$ cat src/logic/pattern_out_pkg.sv
// Functional notes
// - Counter increments on each external rising edge; compare value programmed to zero.
// - Count source is the external count pin when selected, else internal prescaler.
// - Counter clears when count equals compare A, so zero matches every edge.
// - Compare A works with timer pin output disabled, match is internal trigger.
// - Status flag shows compare match or overflow, readable by software.
// - Counting starts only after the start bit is set.
// - Each compare A match updates the 12-bit pattern output.
// - Outputs form 4-bit groups: 11..8 group 2, 7..4 group 1, 3..0 group 0.
// - Per-group trigger select picks channel 0 match as output trigger.
// - Mode register selects normal or other operation per group.
// - Two 8-bit enables gate next-data transfer per bit, hi 15..8, lo 7..0.
// - Output data registers hold driven pattern; hi groups 2,3, lo groups 0,1.
// - Each match activates DMA, copying next table entry into next-data.
// - DMA source is memory address register, destination fixed I/O address.
// - DMA counts transfers; end interrupt when exhausted; separate enable bits.
package pattern_out_pkg;
  localparam logic [7:0] OFF_START = 8'h00;
  localparam logic [7:0] OFF_TCTRL = 8'h04;
  localparam logic [7:0] OFF_TIOC = 8'h08;
  localparam logic [7:0] OFF_CMPA = 8'h0C;
  localparam logic [7:0] OFF_TCNT = 8'h10;
  localparam logic [7:0] OFF_STAT = 8'h14;
  localparam logic [7:0] OFF_MASK = 8'h18;
  localparam logic [7:0] OFF_OUT_HI = 8'h1C;
  localparam logic [7:0] OFF_OUT_LO = 8'h20;
  localparam logic [7:0] OFF_NXT_HI = 8'h24;
  localparam logic [7:0] OFF_NXT_LO = 8'h28;
  localparam logic [7:0] OFF_NEN_HI = 8'h2C;
  localparam logic [7:0] OFF_NEN_LO = 8'h30;
  localparam logic [7:0] OFF_TRIG = 8'h34;
  localparam logic [7:0] OFF_MODE = 8'h38;
  localparam logic [7:0] OFF_DBAND = 8'h3C;
  localparam logic [7:0] OFF_DMAR = 8'h40;
  localparam logic [7:0] OFF_DIOAR = 8'h44;
  localparam logic [7:0] OFF_DCNT = 8'h48;
  localparam logic [7:0] OFF_TABLE = 8'h80;
  localparam int TABLE_DEPTH = 16;
  localparam logic [15:0] CMPA_RESET = 16'h0000;
  localparam logic [15:0] DIOAR_RESET = 16'h0000;
  localparam logic [2:0] PRESCALE_LAST = 3'h7;
  localparam int ST_CMPA = 0;
  localparam int ST_OVF = 1;
  localparam int ST_DEND = 2;
  localparam logic [1:0] RESP_OKAY = 2'h0;
  localparam logic [1:0] RESP_SLVERR = 2'h2;
  typedef struct packed {
    logic clr_on_cmpa;
    logic ext_sel;
  } timer_ctrl_t;
  typedef struct packed {
    logic end_irq_en;
    logic xfer_en;
  } dma_ctrl_t;
  typedef enum logic [1:0] {
    W_IDLE = 2'b00,
    W_RESP = 2'b01
  } wr_state_t;
endpackage : pattern_out_pkg

$ cat src/logic/timer_channel.sv
`timescale 1ns/10ps
module timer_channel #(
  parameter int WIDTH = 16
) (
  input wire logic aclk, // System clock
  input wire logic aresetn, // Synchronous reset, active low
  input wire logic count_en, // One count event
  input wire logic clr_on_cmp, // Clear counter on compare match
  input wire logic [WIDTH-1:0] compare, // Compare A value
  input wire logic load, // Software write of counter
  input wire logic [WIDTH-1:0] load_val, // Value written
  output logic [WIDTH-1:0] count, // Counter
  output logic match, // Compare match pulse
  output logic overflow // Overflow pulse
);
  logic [WIDTH-1:0] count_next;
  logic wrap;

  // Next count and clear decision
  always_comb begin
    wrap = &count;
    if (clr_on_cmp && count == compare) begin
      count_next = '0;
    end else begin
      count_next = count + 1'b1;
    end
  end

  // Counter with match and overflow pulses
  always_ff @(posedge aclk) begin
    if (!aresetn) begin
      count <= '0;
      match <= 1'b0;
      overflow <= 1'b0;
    end else begin
      match <= 1'b0;
      overflow <= 1'b0;
      if (load) begin
        count <= load_val;
      end else if (count_en) begin
        count <= count_next;
        match <= (count_next == compare);
        overflow <= wrap && !(clr_on_cmp && count == compare);
      end
    end
  end
endmodule : timer_channel

$ cat src/logic/pattern_group.sv
`timescale 1ns/10ps
module pattern_group (
  input wire logic aclk, // System clock
  input wire logic aresetn, // Synchronous reset, active low
  input wire logic trigger, // Selected compare match
  input wire logic normal_mode, // Group in normal output mode
  input wire logic [3:0] enable, // Next-data enables
  input wire logic [3:0] next_data, // Next pattern nibble
  input wire logic load, // Software write of output data
  input wire logic [3:0] load_val, // Value written
  output logic [3:0] out_bits // Driven pattern nibble
);
  // Output nibble, software write or masked trigger copy
  always_ff @(posedge aclk) begin
    if (!aresetn) begin
      out_bits <= 4'h0;
    end else if (trigger && normal_mode) begin
      out_bits <= (next_data & enable) | (out_bits & ~enable);
    end else if (load) begin
      out_bits <= load_val;
    end
  end
endmodule : pattern_group

$ cat src/logic/edge_pattern_out.sv
// Chosen here: the register offsets and the AXI4-Lite slave port.
`timescale 1ns/10ps
module edge_pattern_out (
  input wire logic aclk, // System clock, 10 MHz
  input wire logic aresetn, // Synchronous reset, active low
  input wire logic ext_count_clock_pin, // External strobe input
  input wire logic [7:0] s_axi_awaddr, // Write address
  input wire logic s_axi_awvalid, // Write address valid
  output logic s_axi_awready, // Write address ready
  input wire logic [31:0] s_axi_wdata, // Write data
  input wire logic [3:0] s_axi_wstrb, // Write byte strobes
  input wire logic s_axi_wvalid, // Write data valid
  output logic s_axi_wready, // Write data ready
  output logic [1:0] s_axi_bresp, // Write response
  output logic s_axi_bvalid, // Write response valid
  input wire logic s_axi_bready, // Write response ready
  input wire logic [7:0] s_axi_araddr, // Read address
  input wire logic s_axi_arvalid, // Read address valid
  output logic s_axi_arready, // Read address ready
  output logic [31:0] s_axi_rdata, // Read data
  output logic [1:0] s_axi_rresp, // Read response
  output logic s_axi_rvalid, // Read data valid
  input wire logic s_axi_rready, // Read data ready
  output logic [11:0] pattern_output_bits, // Pattern pins
  output logic timer_pin_out, // Compare output pin
  output logic irq // Level interrupt
);
  import pattern_out_pkg::*;

  logic start_reg;
  pattern_out_pkg::timer_ctrl_t tctrl_reg;
  logic tioc_reg;
  logic [15:0] cmpa_reg;
  logic [2:0] stat_reg;
  logic [2:0] mask_reg;
  logic [15:0] nxt_reg;
  logic [15:0] nen_reg;
  logic [7:0] trig_reg;
  logic [3:0] mode_reg;
  pattern_out_pkg::dma_ctrl_t dband_reg;
  logic [15:0] dmar_reg;
  logic [15:0] dioar_reg;
  logic [15:0] dcnt_reg;
  logic [15:0] table_mem [TABLE_DEPTH];
  logic [15:0] out_data;
  logic [15:0] tcnt;
  logic cmp_match;
  logic ovf;
  logic pin_d;
  logic [2:0] div_reg;
  logic tick;
  logic count_en;
  logic [3:0] grp_trig;
  logic [7:0] aw_addr_reg;
  logic aw_have;
  logic [31:0] w_data_reg;
  logic [3:0] w_strb_reg;
  logic w_have;
  wr_state_t wr_state;
  logic wr_fire;
  logic [7:0] wa;
  logic [31:0] wd;
  logic [31:0] rd_next;
  logic rd_map;
  logic rd_fire;
  logic stat_rd;
  logic dma_go;
  logic dma_last;

  // Internal prescaler enable, one pulse in eight
  always_ff @(posedge aclk) begin
    if (!aresetn) begin
      div_reg <= 3'h0;
      pin_d <= 1'b0;
    end else begin
      div_reg <= div_reg + 3'h1;
      pin_d <= ext_count_clock_pin;
    end
  end
  assign tick = (div_reg == PRESCALE_LAST);

  assign count_en = start_reg && (tctrl_reg.ext_sel ? (ext_count_clock_pin && !pin_d) : tick);

  timer_channel #(
    .WIDTH(16)
  ) u_timer (
    .aclk(aclk),
    .aresetn(aresetn),
    .count_en(count_en),
    .clr_on_cmp(tctrl_reg.clr_on_cmpa),
    .compare(cmpa_reg),
    .load(wr_fire && wa == OFF_TCNT),
    .load_val(wd[15:0]),
    .count(tcnt),
    .match(cmp_match),
    .overflow(ovf)
  );

  always_ff @(posedge aclk) begin
    if (!aresetn) begin
      timer_pin_out <= 1'b0;
    end else if (cmp_match && tioc_reg) begin
      timer_pin_out <= ~timer_pin_out;
    end
  end

  // Pattern groups; only channel 0 exists so select code zero triggers
  genvar g;
  generate
    for (g = 0; g < 4; g++) begin : gen_grp
      assign grp_trig[g] = cmp_match && (trig_reg[2*g+1 -: 2] == 2'h0);
      pattern_group u_grp (
        .aclk(aclk),
        .aresetn(aresetn),
        .trigger(grp_trig[g]),
        .normal_mode(!mode_reg[g]),
        .enable(nen_reg[4*g+3 -: 4]),
        .next_data(nxt_reg[4*g+3 -: 4]),
        .load(wr_fire && (wa == (g >= 2 ? OFF_OUT_HI : OFF_OUT_LO))),
        .load_val(wd[4*(g%2)+3 -: 4]),
        .out_bits(out_data[4*g+3 -: 4])
      );
    end
  endgenerate

  always_ff @(posedge aclk) begin
    if (!aresetn) begin
      pattern_output_bits <= 12'h000;
    end else begin
      pattern_output_bits <= out_data[11:0];
    end
  end

  assign dma_go = cmp_match && dband_reg.xfer_en && (dcnt_reg != 16'h0000);
  assign dma_last = (dcnt_reg == 16'h0001);

  always_ff @(posedge aclk) begin
    if (!aresetn) begin
      dband_reg <= '0;
      dmar_reg <= 16'h0000;
      dioar_reg <= DIOAR_RESET;
      dcnt_reg <= 16'h0000;
    end else if (dma_go) begin
      dmar_reg <= dmar_reg + 16'h0001;
      dcnt_reg <= dcnt_reg - 16'h0001;
      if (dma_last) begin
        dband_reg.xfer_en <= 1'b0;
      end
    end else if (wr_fire) begin
      if (wa == OFF_DBAND) dband_reg <= wd[1:0];
      if (wa == OFF_DMAR) dmar_reg <= wd[15:0];
      if (wa == OFF_DIOAR) dioar_reg <= wd[15:0];
      if (wa == OFF_DCNT) dcnt_reg <= wd[15:0];
    end
  end

  // Next data, DMA write wins over software
  always_ff @(posedge aclk) begin
    if (!aresetn) begin
      nxt_reg <= 16'h0000;
    end else if (dma_go && dioar_reg[7:0] == OFF_NXT_HI) begin
      nxt_reg <= table_mem[dmar_reg[3:0]];
    end else if (dma_go && dioar_reg[7:0] == OFF_NXT_LO) begin
      nxt_reg[7:0] <= table_mem[dmar_reg[3:0]][7:0];
    end else if (wr_fire && wa == OFF_NXT_HI) begin
      nxt_reg[15:8] <= wd[7:0];
    end else if (wr_fire && wa == OFF_NXT_LO) begin
      nxt_reg[7:0] <= wd[7:0];
    end
  end

  // Pattern table written by software
  always_ff @(posedge aclk) begin
    if (wr_fire && wa[7] && !wa[6] && wa[1:0] == 2'h0) begin
      table_mem[wa[5:2]] <= wd[15:0];
    end
  end

  // Control registers
  always_ff @(posedge aclk) begin
    if (!aresetn) begin
      start_reg <= 1'b0;
      tctrl_reg <= '0;
      tioc_reg <= 1'b0;
      cmpa_reg <= CMPA_RESET;
      mask_reg <= 3'h0;
      nen_reg <= 16'h0000;
      trig_reg <= 8'h00;
      mode_reg <= 4'h0;
    end else if (wr_fire) begin
      if (wa == OFF_START) start_reg <= wd[0];
      if (wa == OFF_TCTRL) tctrl_reg <= wd[1:0];
      if (wa == OFF_TIOC) tioc_reg <= wd[0];
      if (wa == OFF_CMPA) cmpa_reg <= wd[15:0];
      if (wa == OFF_MASK) mask_reg <= wd[2:0];
      if (wa == OFF_NEN_HI) nen_reg[15:8] <= wd[7:0];
      if (wa == OFF_NEN_LO) nen_reg[7:0] <= wd[7:0];
      if (wa == OFF_TRIG) trig_reg <= wd[7:0];
      if (wa == OFF_MODE) mode_reg <= wd[3:0];
    end
  end

  // sticky status, set wins over read clear
  always_ff @(posedge aclk) begin
    if (!aresetn) begin
      stat_reg <= 3'h0;
    end else begin
      stat_reg <= (stat_rd ? 3'h0 : stat_reg) | {dma_go && dma_last && dband_reg.end_irq_en, ovf, cmp_match};
    end
  end

  // Interrupt level from unmasked status
  always_ff @(posedge aclk) begin
    if (!aresetn) begin
      irq <= 1'b0;
    end else begin
      irq <= |(stat_reg & mask_reg);
    end
  end

  // Write channel capture, address and data in either order
  assign wa = aw_have ? aw_addr_reg : s_axi_awaddr;
  assign wd = w_have ? w_data_reg : s_axi_wdata;
  // Registers change only at the edge where the second half of the write is taken
  assign wr_fire = (wr_state == W_IDLE) && (aw_have || (s_axi_awvalid && s_axi_awready))
    && (w_have || (s_axi_wvalid && s_axi_wready)) && ((w_have ? w_strb_reg : s_axi_wstrb) != 4'h0);

  always_ff @(posedge aclk) begin
    if (!aresetn) begin
      wr_state <= W_IDLE;
      aw_have <= 1'b0;
      w_have <= 1'b0;
      aw_addr_reg <= 8'h00;
      w_data_reg <= 32'h0000_0000;
      w_strb_reg <= 4'h0;
      s_axi_awready <= 1'b0;
      s_axi_wready <= 1'b0;
      s_axi_bvalid <= 1'b0;
      s_axi_bresp <= RESP_OKAY;
    end else begin
      unique case (wr_state)
        W_IDLE: begin
          s_axi_awready <= !aw_have && !(s_axi_awvalid && s_axi_awready);
          s_axi_wready <= !w_have && !(s_axi_wvalid && s_axi_wready);
          if (s_axi_awvalid && s_axi_awready) begin
            aw_have <= 1'b1;
            aw_addr_reg <= s_axi_awaddr;
          end
          if (s_axi_wvalid && s_axi_wready) begin
            w_have <= 1'b1;
            w_data_reg <= s_axi_wdata;
            w_strb_reg <= s_axi_wstrb;
          end
          if ((aw_have || (s_axi_awvalid && s_axi_awready)) && (w_have || (s_axi_wvalid && s_axi_wready))) begin
            wr_state <= W_RESP;
            s_axi_awready <= 1'b0;
            s_axi_wready <= 1'b0;
            s_axi_bvalid <= 1'b1;
            // Unaligned, gap and upper table alias places answer with an error, as reads do
            s_axi_bresp <= (wa[1:0] != 2'h0 || (wa > OFF_DCNT && !wa[7]) || wa[7:6] == 2'h3)
              ? RESP_SLVERR : RESP_OKAY;
          end
        end
        W_RESP: begin
          aw_have <= 1'b0;
          w_have <= 1'b0;
          if (s_axi_bready) begin
            s_axi_bvalid <= 1'b0;
            wr_state <= W_IDLE;
          end
        end
        default: begin
          wr_state <= W_IDLE;
        end
      endcase
    end
  end

  // Read mux, reserved bits zero
  always_comb begin
    rd_map = 1'b1;
    rd_next = 32'h0000_0000;
    unique case (s_axi_araddr)
      OFF_START: rd_next[0] = start_reg;
      OFF_TCTRL: rd_next[1:0] = tctrl_reg;
      OFF_TIOC: rd_next[0] = tioc_reg;
      OFF_CMPA: rd_next[15:0] = cmpa_reg;
      OFF_TCNT: rd_next[15:0] = tcnt;
      OFF_STAT: rd_next[2:0] = stat_reg;
      OFF_MASK: rd_next[2:0] = mask_reg;
      OFF_OUT_HI: rd_next[7:0] = out_data[15:8];
      OFF_OUT_LO: rd_next[7:0] = out_data[7:0];
      OFF_NXT_HI: rd_next[7:0] = nxt_reg[15:8];
      OFF_NXT_LO: rd_next[7:0] = nxt_reg[7:0];
      OFF_NEN_HI: rd_next[7:0] = nen_reg[15:8];
      OFF_NEN_LO: rd_next[7:0] = nen_reg[7:0];
      OFF_TRIG: rd_next[7:0] = trig_reg;
      OFF_MODE: rd_next[3:0] = mode_reg;
      OFF_DBAND: rd_next[1:0] = dband_reg;
      OFF_DMAR: rd_next[15:0] = dmar_reg;
      OFF_DIOAR: rd_next[15:0] = dioar_reg;
      OFF_DCNT: rd_next[15:0] = dcnt_reg;
      default: begin
        if (s_axi_araddr[7] && s_axi_araddr[1:0] == 2'h0 && !s_axi_araddr[6]) begin
          rd_next[15:0] = table_mem[s_axi_araddr[5:2]];
        end else begin
          rd_map = 1'b0;
        end
      end
    endcase
  end

  assign rd_fire = s_axi_arvalid && s_axi_arready;
  assign stat_rd = rd_fire && s_axi_araddr == OFF_STAT;

  // Read channel, one cycle from address to data
  always_ff @(posedge aclk) begin
    if (!aresetn) begin
      s_axi_arready <= 1'b0;
      s_axi_rvalid <= 1'b0;
      s_axi_rdata <= 32'h0000_0000;
      s_axi_rresp <= RESP_OKAY;
    end else if (rd_fire) begin
      s_axi_arready <= 1'b0;
      s_axi_rvalid <= 1'b1;
      s_axi_rdata <= rd_next;
      s_axi_rresp <= rd_map ? RESP_OKAY : RESP_SLVERR;
    end else if (s_axi_rvalid) begin
      if (s_axi_rready) begin
        s_axi_rvalid <= 1'b0;
      end
    end else begin
      s_axi_arready <= 1'b1;
    end
  end
endmodule : edge_pattern_out

$ cat config.mk
export PLATFORM = sky130hd
export DESIGN_NAME = edge_pattern_out
export DESIGN_NICKNAME = d
export VERILOG_FILES = /design/src/logic/pattern_out_pkg.sv /design/src/logic/timer_channel.sv /design/src/logic/pattern_group.sv /design/src/logic/edge_pattern_out.sv
export SDC_FILE = /design/constraint.sdc
export NUM_CORES = 1
export LEC_CHECK = 0
export ABC_AREA = 1
export BUFFER_PORTS_ARGS = -buffer_cell sky130_fd_sc_hd__buf_2
export CAP_MARGIN = 10
export CORE_MARGIN = 2
export CORE_UTILIZATION = 55
export CTS_CLUSTER_DIAMETER = 60
export DETAILED_ROUTE_END_ITERATION = 7
export GPL_ROUTABILITY_DRIVEN = 0
export PLACE_DENSITY_LB_ADDON = 0.3
export SYNTH_ARGS = -nofsm -noshare
export SYNTH_HDL_FRONTEND = slang
export SYNTH_SLANG_ARGS = --single-unit
$ cat constraint.sdc
create_clock -name aclk -period 3.2 [get_ports aclk]
set_clock_uncertainty 0.05 [all_clocks]
set_input_delay 0.16 -clock aclk [delete_from_list [all_inputs] [get_ports aclk]]
set_output_delay 0.16 -clock aclk [all_outputs]
set_load 0.005 [all_outputs]
After elaboration in Yosys (flattened, before gate mapping)
Memories as Yosys holds them, arrays and structs flattened. A register that Yosys moved wholly into a read port is not among the register bits.
Cells that the tools add are included.

word-level totals
  word-level logic and storage cells = 298
  input port bits = 60
  register bits after elaboration = 229
  output and inout port bits = 55
  memories kept = 1
  memory bits (writable) = 256

memory list
  name       words  width  rd ports  clocked after memory_dff  write ports  RTL line                text
  table_mem  16     16     2         1                         1            edge_pattern_out.sv:44  logic [15:0] table_mem [TABLE_DEPTH];

operators by class
  muxes and demuxes = 62
  order comparisons = 1
  add/subtract/negate cells = 4
  equality and inequality tests = 50
  reductions and logical operators = 114
  bitwise operators = 22

operators by type and width
  cell                                            number
  2-to-1 mux 16 bit                               12
  == test 8 x 6 -> 1 bit, second input constant   18
  == test 8 x 5 -> 1 bit, second input constant   7
  one-hot mux 4 bit (13 select lines)             1
  == test 8 x 7 -> 1 bit, second input constant   6
  2-to-1 mux 8 bit                                6
  one-hot mux 8 bit (6 select lines)              1
  2-to-1 mux 4 bit                                11
  logical AND 1 bit                               40
  AND reduction 2 bit                             19
  adder 16 x 1 -> 16 bit, second input constant   2
  bitwise AND 4 bit                               8
  == test 16 bit                                  2
  == test 8 x 4 -> 1 bit, second input constant   4
  nonzero test 2 bit                              12
  one-hot mux 1 bit (19 select lines)             1
  OR reduction 19 bit                             1
  2-to-1 mux 1 bit                                18
  one-hot mux 1 bit (18 select lines)             1
  == test 16 x 1 -> 1 bit, second input constant  1
  == test 8 x 3 -> 1 bit, second input constant   2
  logical NOT 8 bit                               2
  inverter 4 bit                                  4
  bitwise OR 4 bit                                4
  other kinds (32)                                70

Depth between registers and ports, before layout
  depth after elaboration = 10
  gate-level depth with buffers = 15
  mapped depth without buffers = 15

By module
A second synthesis with hierarchy kept.

second synthesis, totals
  cells, all modules = 3422
  area, all modules = 25625.8 µm²

by module, submodules not included
  module            instances  seq. area each (µm²)  area each (µm²)  cells an instance
  edge_pattern_out  1          11591.1               22733.1          2907
  timer_channel     1          360.3                 1766.7           311
  pattern_group     4          80.1                  281.5            51

Worst setup path after synthesis
OpenSTA, ideal clock, no wires.

  path kind = register -> register
  start = register w_have
  end = memory table_mem[10][0] (enable)
  stages on the path, launching flop included = 9
  arrival = 2.054 ns
  path buffers = 0
  library setup time = 0.388 ns
  path slack = 0.708 ns
  data required time = 2.762 ns
  clock period less this slack = 2.492 ns
  cell sequence = dfxtp_1 > inv_2 > nand2_2 > nand2_4 > nor2_8 > nand2_8 > nor4_2 > nand3_1 > nor2_1

on the way
  word-level cells in the longest chain between the ends = 8
  elaborated cells on any way between the ends = 10
  classes of those cells = 3 x mux; 7 x reduce/logical

ends and longest elaborated chain
  what                                                     RTL line                 text
  start, declared                                          edge_pattern_out.sv:58   logic w_have;
  start signal, assigned                                   edge_pattern_out.sv:232  w_have <= 1'b0;
  start signal, assigned                                   edge_pattern_out.sv:250  w_have <= 1'b1;
  start signal, assigned                                   edge_pattern_out.sv:266  w_have <= 1'b0;
  2-to-1 mux 4 bit or logical OR 1 bit (tied branches)     edge_pattern_out.sv:226  && (w_have || (s_axi_wvalid && s_axi_wready)) && ((w_have ? w_strb_reg : s_axi_wstrb) != 4'h0);
  nonzero test 4 bit or logical AND 1 bit (tied branches)  edge_pattern_out.sv:226
  logical AND 1 bit (*)                                    edge_pattern_out.sv:226
  logical AND 1 bit (*) (3 in a row)                       edge_pattern_out.sv:174  if (wr_fire && wa[7] && !wa[6] && wa[1:0] == 2'h0) begin
  2-to-1 mux 1 bit (*)                                     edge_pattern_out.sv:174
  2-to-1 mux 1 bit (not written as such) (*)               edge_pattern_out.sv:175  table_mem[wa[5:2]] <= wd[15:0];
  end, declared                                            edge_pattern_out.sv:44

Mark *: on every way between the ends. The rest lies on a longest branch, timed or not.

Worst setup path after layout
  start = register dcnt_reg[12]
  end = register nxt_reg[1]

on the way
  word-level cells in the longest chain between the ends = 5
  elaborated cells on any way between the ends = 9
  classes of those cells = 1 x eq/ne; 2 x mux; 6 x reduce/logical

ends and longest elaborated chain
  what                                                                       RTL line                                          text
  start, declared                                                            edge_pattern_out.sv:43                            logic [15:0] dcnt_reg;
  start signal, assigned                                                     edge_pattern_out.sv:145                           dcnt_reg <= dcnt_reg - 16'h0001;
  start signal, assigned                                                     edge_pattern_out.sv:153                           if (wa == OFF_DCNT) dcnt_reg <= wd[15:0];
  nonzero test 16 bit (*)                                                    edge_pattern_out.sv:134                           assign dma_go = cmp_match && dband_reg.xfer_en && (dcnt_reg != 16'h0000);
  logical AND 1 bit (*)                                                      edge_pattern_out.sv:134
  logical AND 1 bit (on tied branches)                                       edge_pattern_out.sv:161, edge_pattern_out.sv:163
  != test 3 bit (no source line) (tied with other cells)                     -
  AND reduction 2 bit (no source line) or 2-to-1 mux 16 bit (tied branches)  -
  end signal, assigned                                                       edge_pattern_out.sv:162                           nxt_reg <= table_mem[dmar_reg[3:0]];
  end signal, assigned                                                       edge_pattern_out.sv:164                           nxt_reg[7:0] <= table_mem[dmar_reg[3:0]][7:0];
  end signal, assigned                                                       edge_pattern_out.sv:168                           nxt_reg[7:0] <= wd[7:0];
  end, declared                                                              edge_pattern_out.sv:36                            logic [15:0] nxt_reg;

Marks and branches as above.
A chain may end at the register's enable or synchronous reset.

==> reports/results.ini <==
[run_status]
outcome = finished, final reports clean

[cts]
clk_path_buf_depth = 3
cts_made_buffers = 51
ctsHtreeMaxLevel = 2
root_buffer = clkbuf_16
post_cts_buffers = 0
cts_tree = done
cts_num_sinks = 485
clkTransAtPathRegs_ns = 0.06
cts_resized = 0
cts_hold_buf = 56
clkLatencyLatePin_ns = 0.61

[critical_path]
cp_slowest_cell = nand3_1
crit_top_cell = nand3_1
crit_family = simple AND/OR/NAND/NOR gates
cp.depth = 12
cp-end-kind = flop
worst_ep_arrival_time_ns = 3.21
cp-start-kind = flop
worstSetupPathType = flop to flop
path_cells = nor2_1 > nand3_1 > nor2_1 > nand3_1 > nand2_2 > inv_2 > nand3_1 > nand2_2 > inv_1 > o21ai_0 > o21ai_0 > a21oi_1
critPathRequiredTime_ns = 3.62
crit_buf_inv = 2
max_stage_delay_ns = 0.39
crit_fanout = 13
r2r.worst_path.cells = 12

[timing]
tns_ns = 0
tightest_slew_ns = 1.02
setup_viol_count_final = 0
fmax_ghz = 0.358
slew_violations = 0
setup_slack_ns = 0.403
relSlewSlack_pct = 32.0
hold_violations = 0
rsz0062_at_grt = false
fin_crit_sh_pct = 87.4
min_period_ns = 2.80

[placed_design]
dpl_worst_slack_ns = 0.509
dp_hpwl_um = 52900
portBuffers = 80

[logic_synthesis]
syn_inst = 2864
yosysSeqAreaShare_pct = 51.2
synth.ff_latch_count = 485
ys_warn_count = 0
synth_flop_cell = edfxtp_1
synth_edf_count = 256
synth_area_um2 = 23900
yosysUniqueCellTypes = 54
synth_area_per_cell_um2 = 8.36
synth-async-reset-ratio_pct = 0

[detailed_routing]
vias = 22900
drc = 0
firstDrtPassIters = 8
wl_um = 80300
routed_via_density = 6.35
drt-initial-drc-count = 3526
wl_per_cell_um = 22.3
ant_nets = 0

[floorplan]
ios = 115
die_width_um = 213
dieHeight_um = 213
start_util_pct = 55.7
rows = 76
core-area_um2 = 43000
die_area_um2 = 45200

[pwr]
p_seq_share_pct = 48.2
pwr_density_cell_nw_per_um2 = 510
power.internal_w = 0.0106
sw_frac_of_total_pct = 24.1
power_leakage_nw = 10.4
max-vdd-ir-drop_mv = 0.391
p_sw_w = 0.00336
clkPwrFrac_pct = 44.0
p_total_w = 0.0139
combPwrFrac_pct = 7.8

[run]
maxCapViolations = 0

[global_route]
grtUsageTotal_pct = 35.2
grt_pass1_wl_um = 121000
grt_pass1_vias = 21300
gr-total-overflow = 0
grt_max_degree = 143
antenna_found_initial = 0

[layout]
largest_register_ffs = 256
drive_above_1_share_pct = 11.0
nets = 3044
antenna_cells = 0
syn2layout_area_growth_pct = 14.1

[hold_path]
worstHoldPathType = input port to flop
hold_depth = 4

layout make-up:
cell class / instances / area [um^2]
tap: 585 / 732
timing repair buffer: 215 / 1630
clock buffer: 69 / 1490
sequential: 485 / 12300
multi-input combinational: 1962 / 9950
clock inverter: 27 / 256
fill: 3552 / 15700
inverter: 262 / 986
routing by layer:
layer / vias up / track usage [%] / wire, um
met1: 10600 / 46.9 / 30000
met5: - / 0 / 27
met4: 2 / 17.3 / 4130
li1: 10200 / - / -
met2: 1741 / 54.3 / 35600
met3: 321 / 7.96 / 10600
metrics by stage:
step | utilization (%) | area, um^2 | hold WS (ns) | cells
global placement | 58.2 | 25000 | 0.304 | 3452
floorplan | - | 24000 | 0.203 | 2881
global route | 63.6 | 27300 | 0.0538 | 3605
detailed placement | 58.2 | 25000 | 0.304 | 3452
finish | 63.6 | 27300 | 0.0599 | 3605
CTS | 63.5 | 27300 | 0.0125 | 3604
worst paths after layout:
path                                   from                           to  slack, ns
hold / removal              s_axi_araddr[6]  s_axi_rdata[6]$_SDFFE_PN0P_       0.06
setup / recovery  dcnt_reg[12]$_SDFFE_PN0P_      nxt_reg[1]$_SDFFE_PN0P_       0.40
setup reg to reg  dcnt_reg[12]$_SDFFE_PN0P_      nxt_reg[1]$_SDFFE_PN0P_       0.40
hold reg to reg       div_reg[0]$_SDFF_PN0_        div_reg[0]$_SDFF_PN0_       0.37
power groups by stage:
stage	Clock, W	Combinational (W)	Sequential (W)
final	0.00614	0.00108	0.00672
after global routing	0.00639	0.00115	0.00672
after CTS	0.00615	0.00103	0.00671
after detailed placement	0	0.000958	0.00685
after global placement	0	0.000934	0.00684
after floorplan	0	0.000567	0.00684
cells in the final DEF, fill, tap and decap left out, types with 6 or more instances in the layout:
| cell | instances |
|---|---|
| nor2_1 | 344 |
| o22ai_1 | 77 |
| inv_2 | 20 |
| nand2_2 | 12 |
| a21oi_1 | 213 |
| a22oi_1 | 117 |
| or2_2 | 22 |
| nand4_1 | 26 |
| or2_1 | 7 |
| nand3_1 | 105 |
| clkbuf_16 | 54 |
| a31oi_1 | 22 |
| dlygate4sd3_1 | 56 |
| a211oi_1 | 19 |
| nand2_1 | 435 |
| o221ai_1 | 38 |
| nor2_2 | 8 |
| clkbuf_1 | 7 |
| buf_12 | 6 |
| o211ai_1 | 16 |
| edfxtp_1 | 256 |
| o21ai_1 | 34 |
| ha_1 | 7 |
| dfxtp_1 | 227 |
| clkinv_1 | 8 |
| conb_1 | 18 |
| clkbuf_8 | 8 |
| buf_4 | 74 |
| nor3_1 | 23 |
| clkinv_2 | 15 |
| o21ai_0 | 342 |
| xor2_1 | 27 |
| buf_2 | 79 |
| nor2_4 | 8 |
| inv_1 | 235 |
cell usage after synthesis, types with 26 or more instances:
master,n,area [um^2]
nand3_1,105,526
a22oi_1,117,878
nand2_1,435,1630
clkbuf_1,92,345
edfxtp_1,256,7690
nor2_1,345,1290
o21ai_0,342,1710
o221ai_1,38,333
buf_2,43,215
o21ai_1,34,170
o22ai_1,77,482
inv_1,237,890
a21oi_1,213,1070
xor2_1,27,236
dfxtp_1,229,4580
nand4_1,26,163
cells by family after synthesis:
family / count (synthesis) / synth area share, %
fa+ha+maj: 7 / 0.366
buf+inv: 434 / 7.56
flops: 485 / 51.2
xor+xnor: 32 / 1.17
compound gates: 898 / 21.7
simple gates: 1007 / 17.9
other cells: 1 / 0.0157
worst min-delay path, stage by stage:
cell     delay [ns]
buf_2          0.16
nor3_2         0.14
a21oi_1        0.15
nor2_1         0.05
No activity file was read; power rests on OpenSTA's default activity.
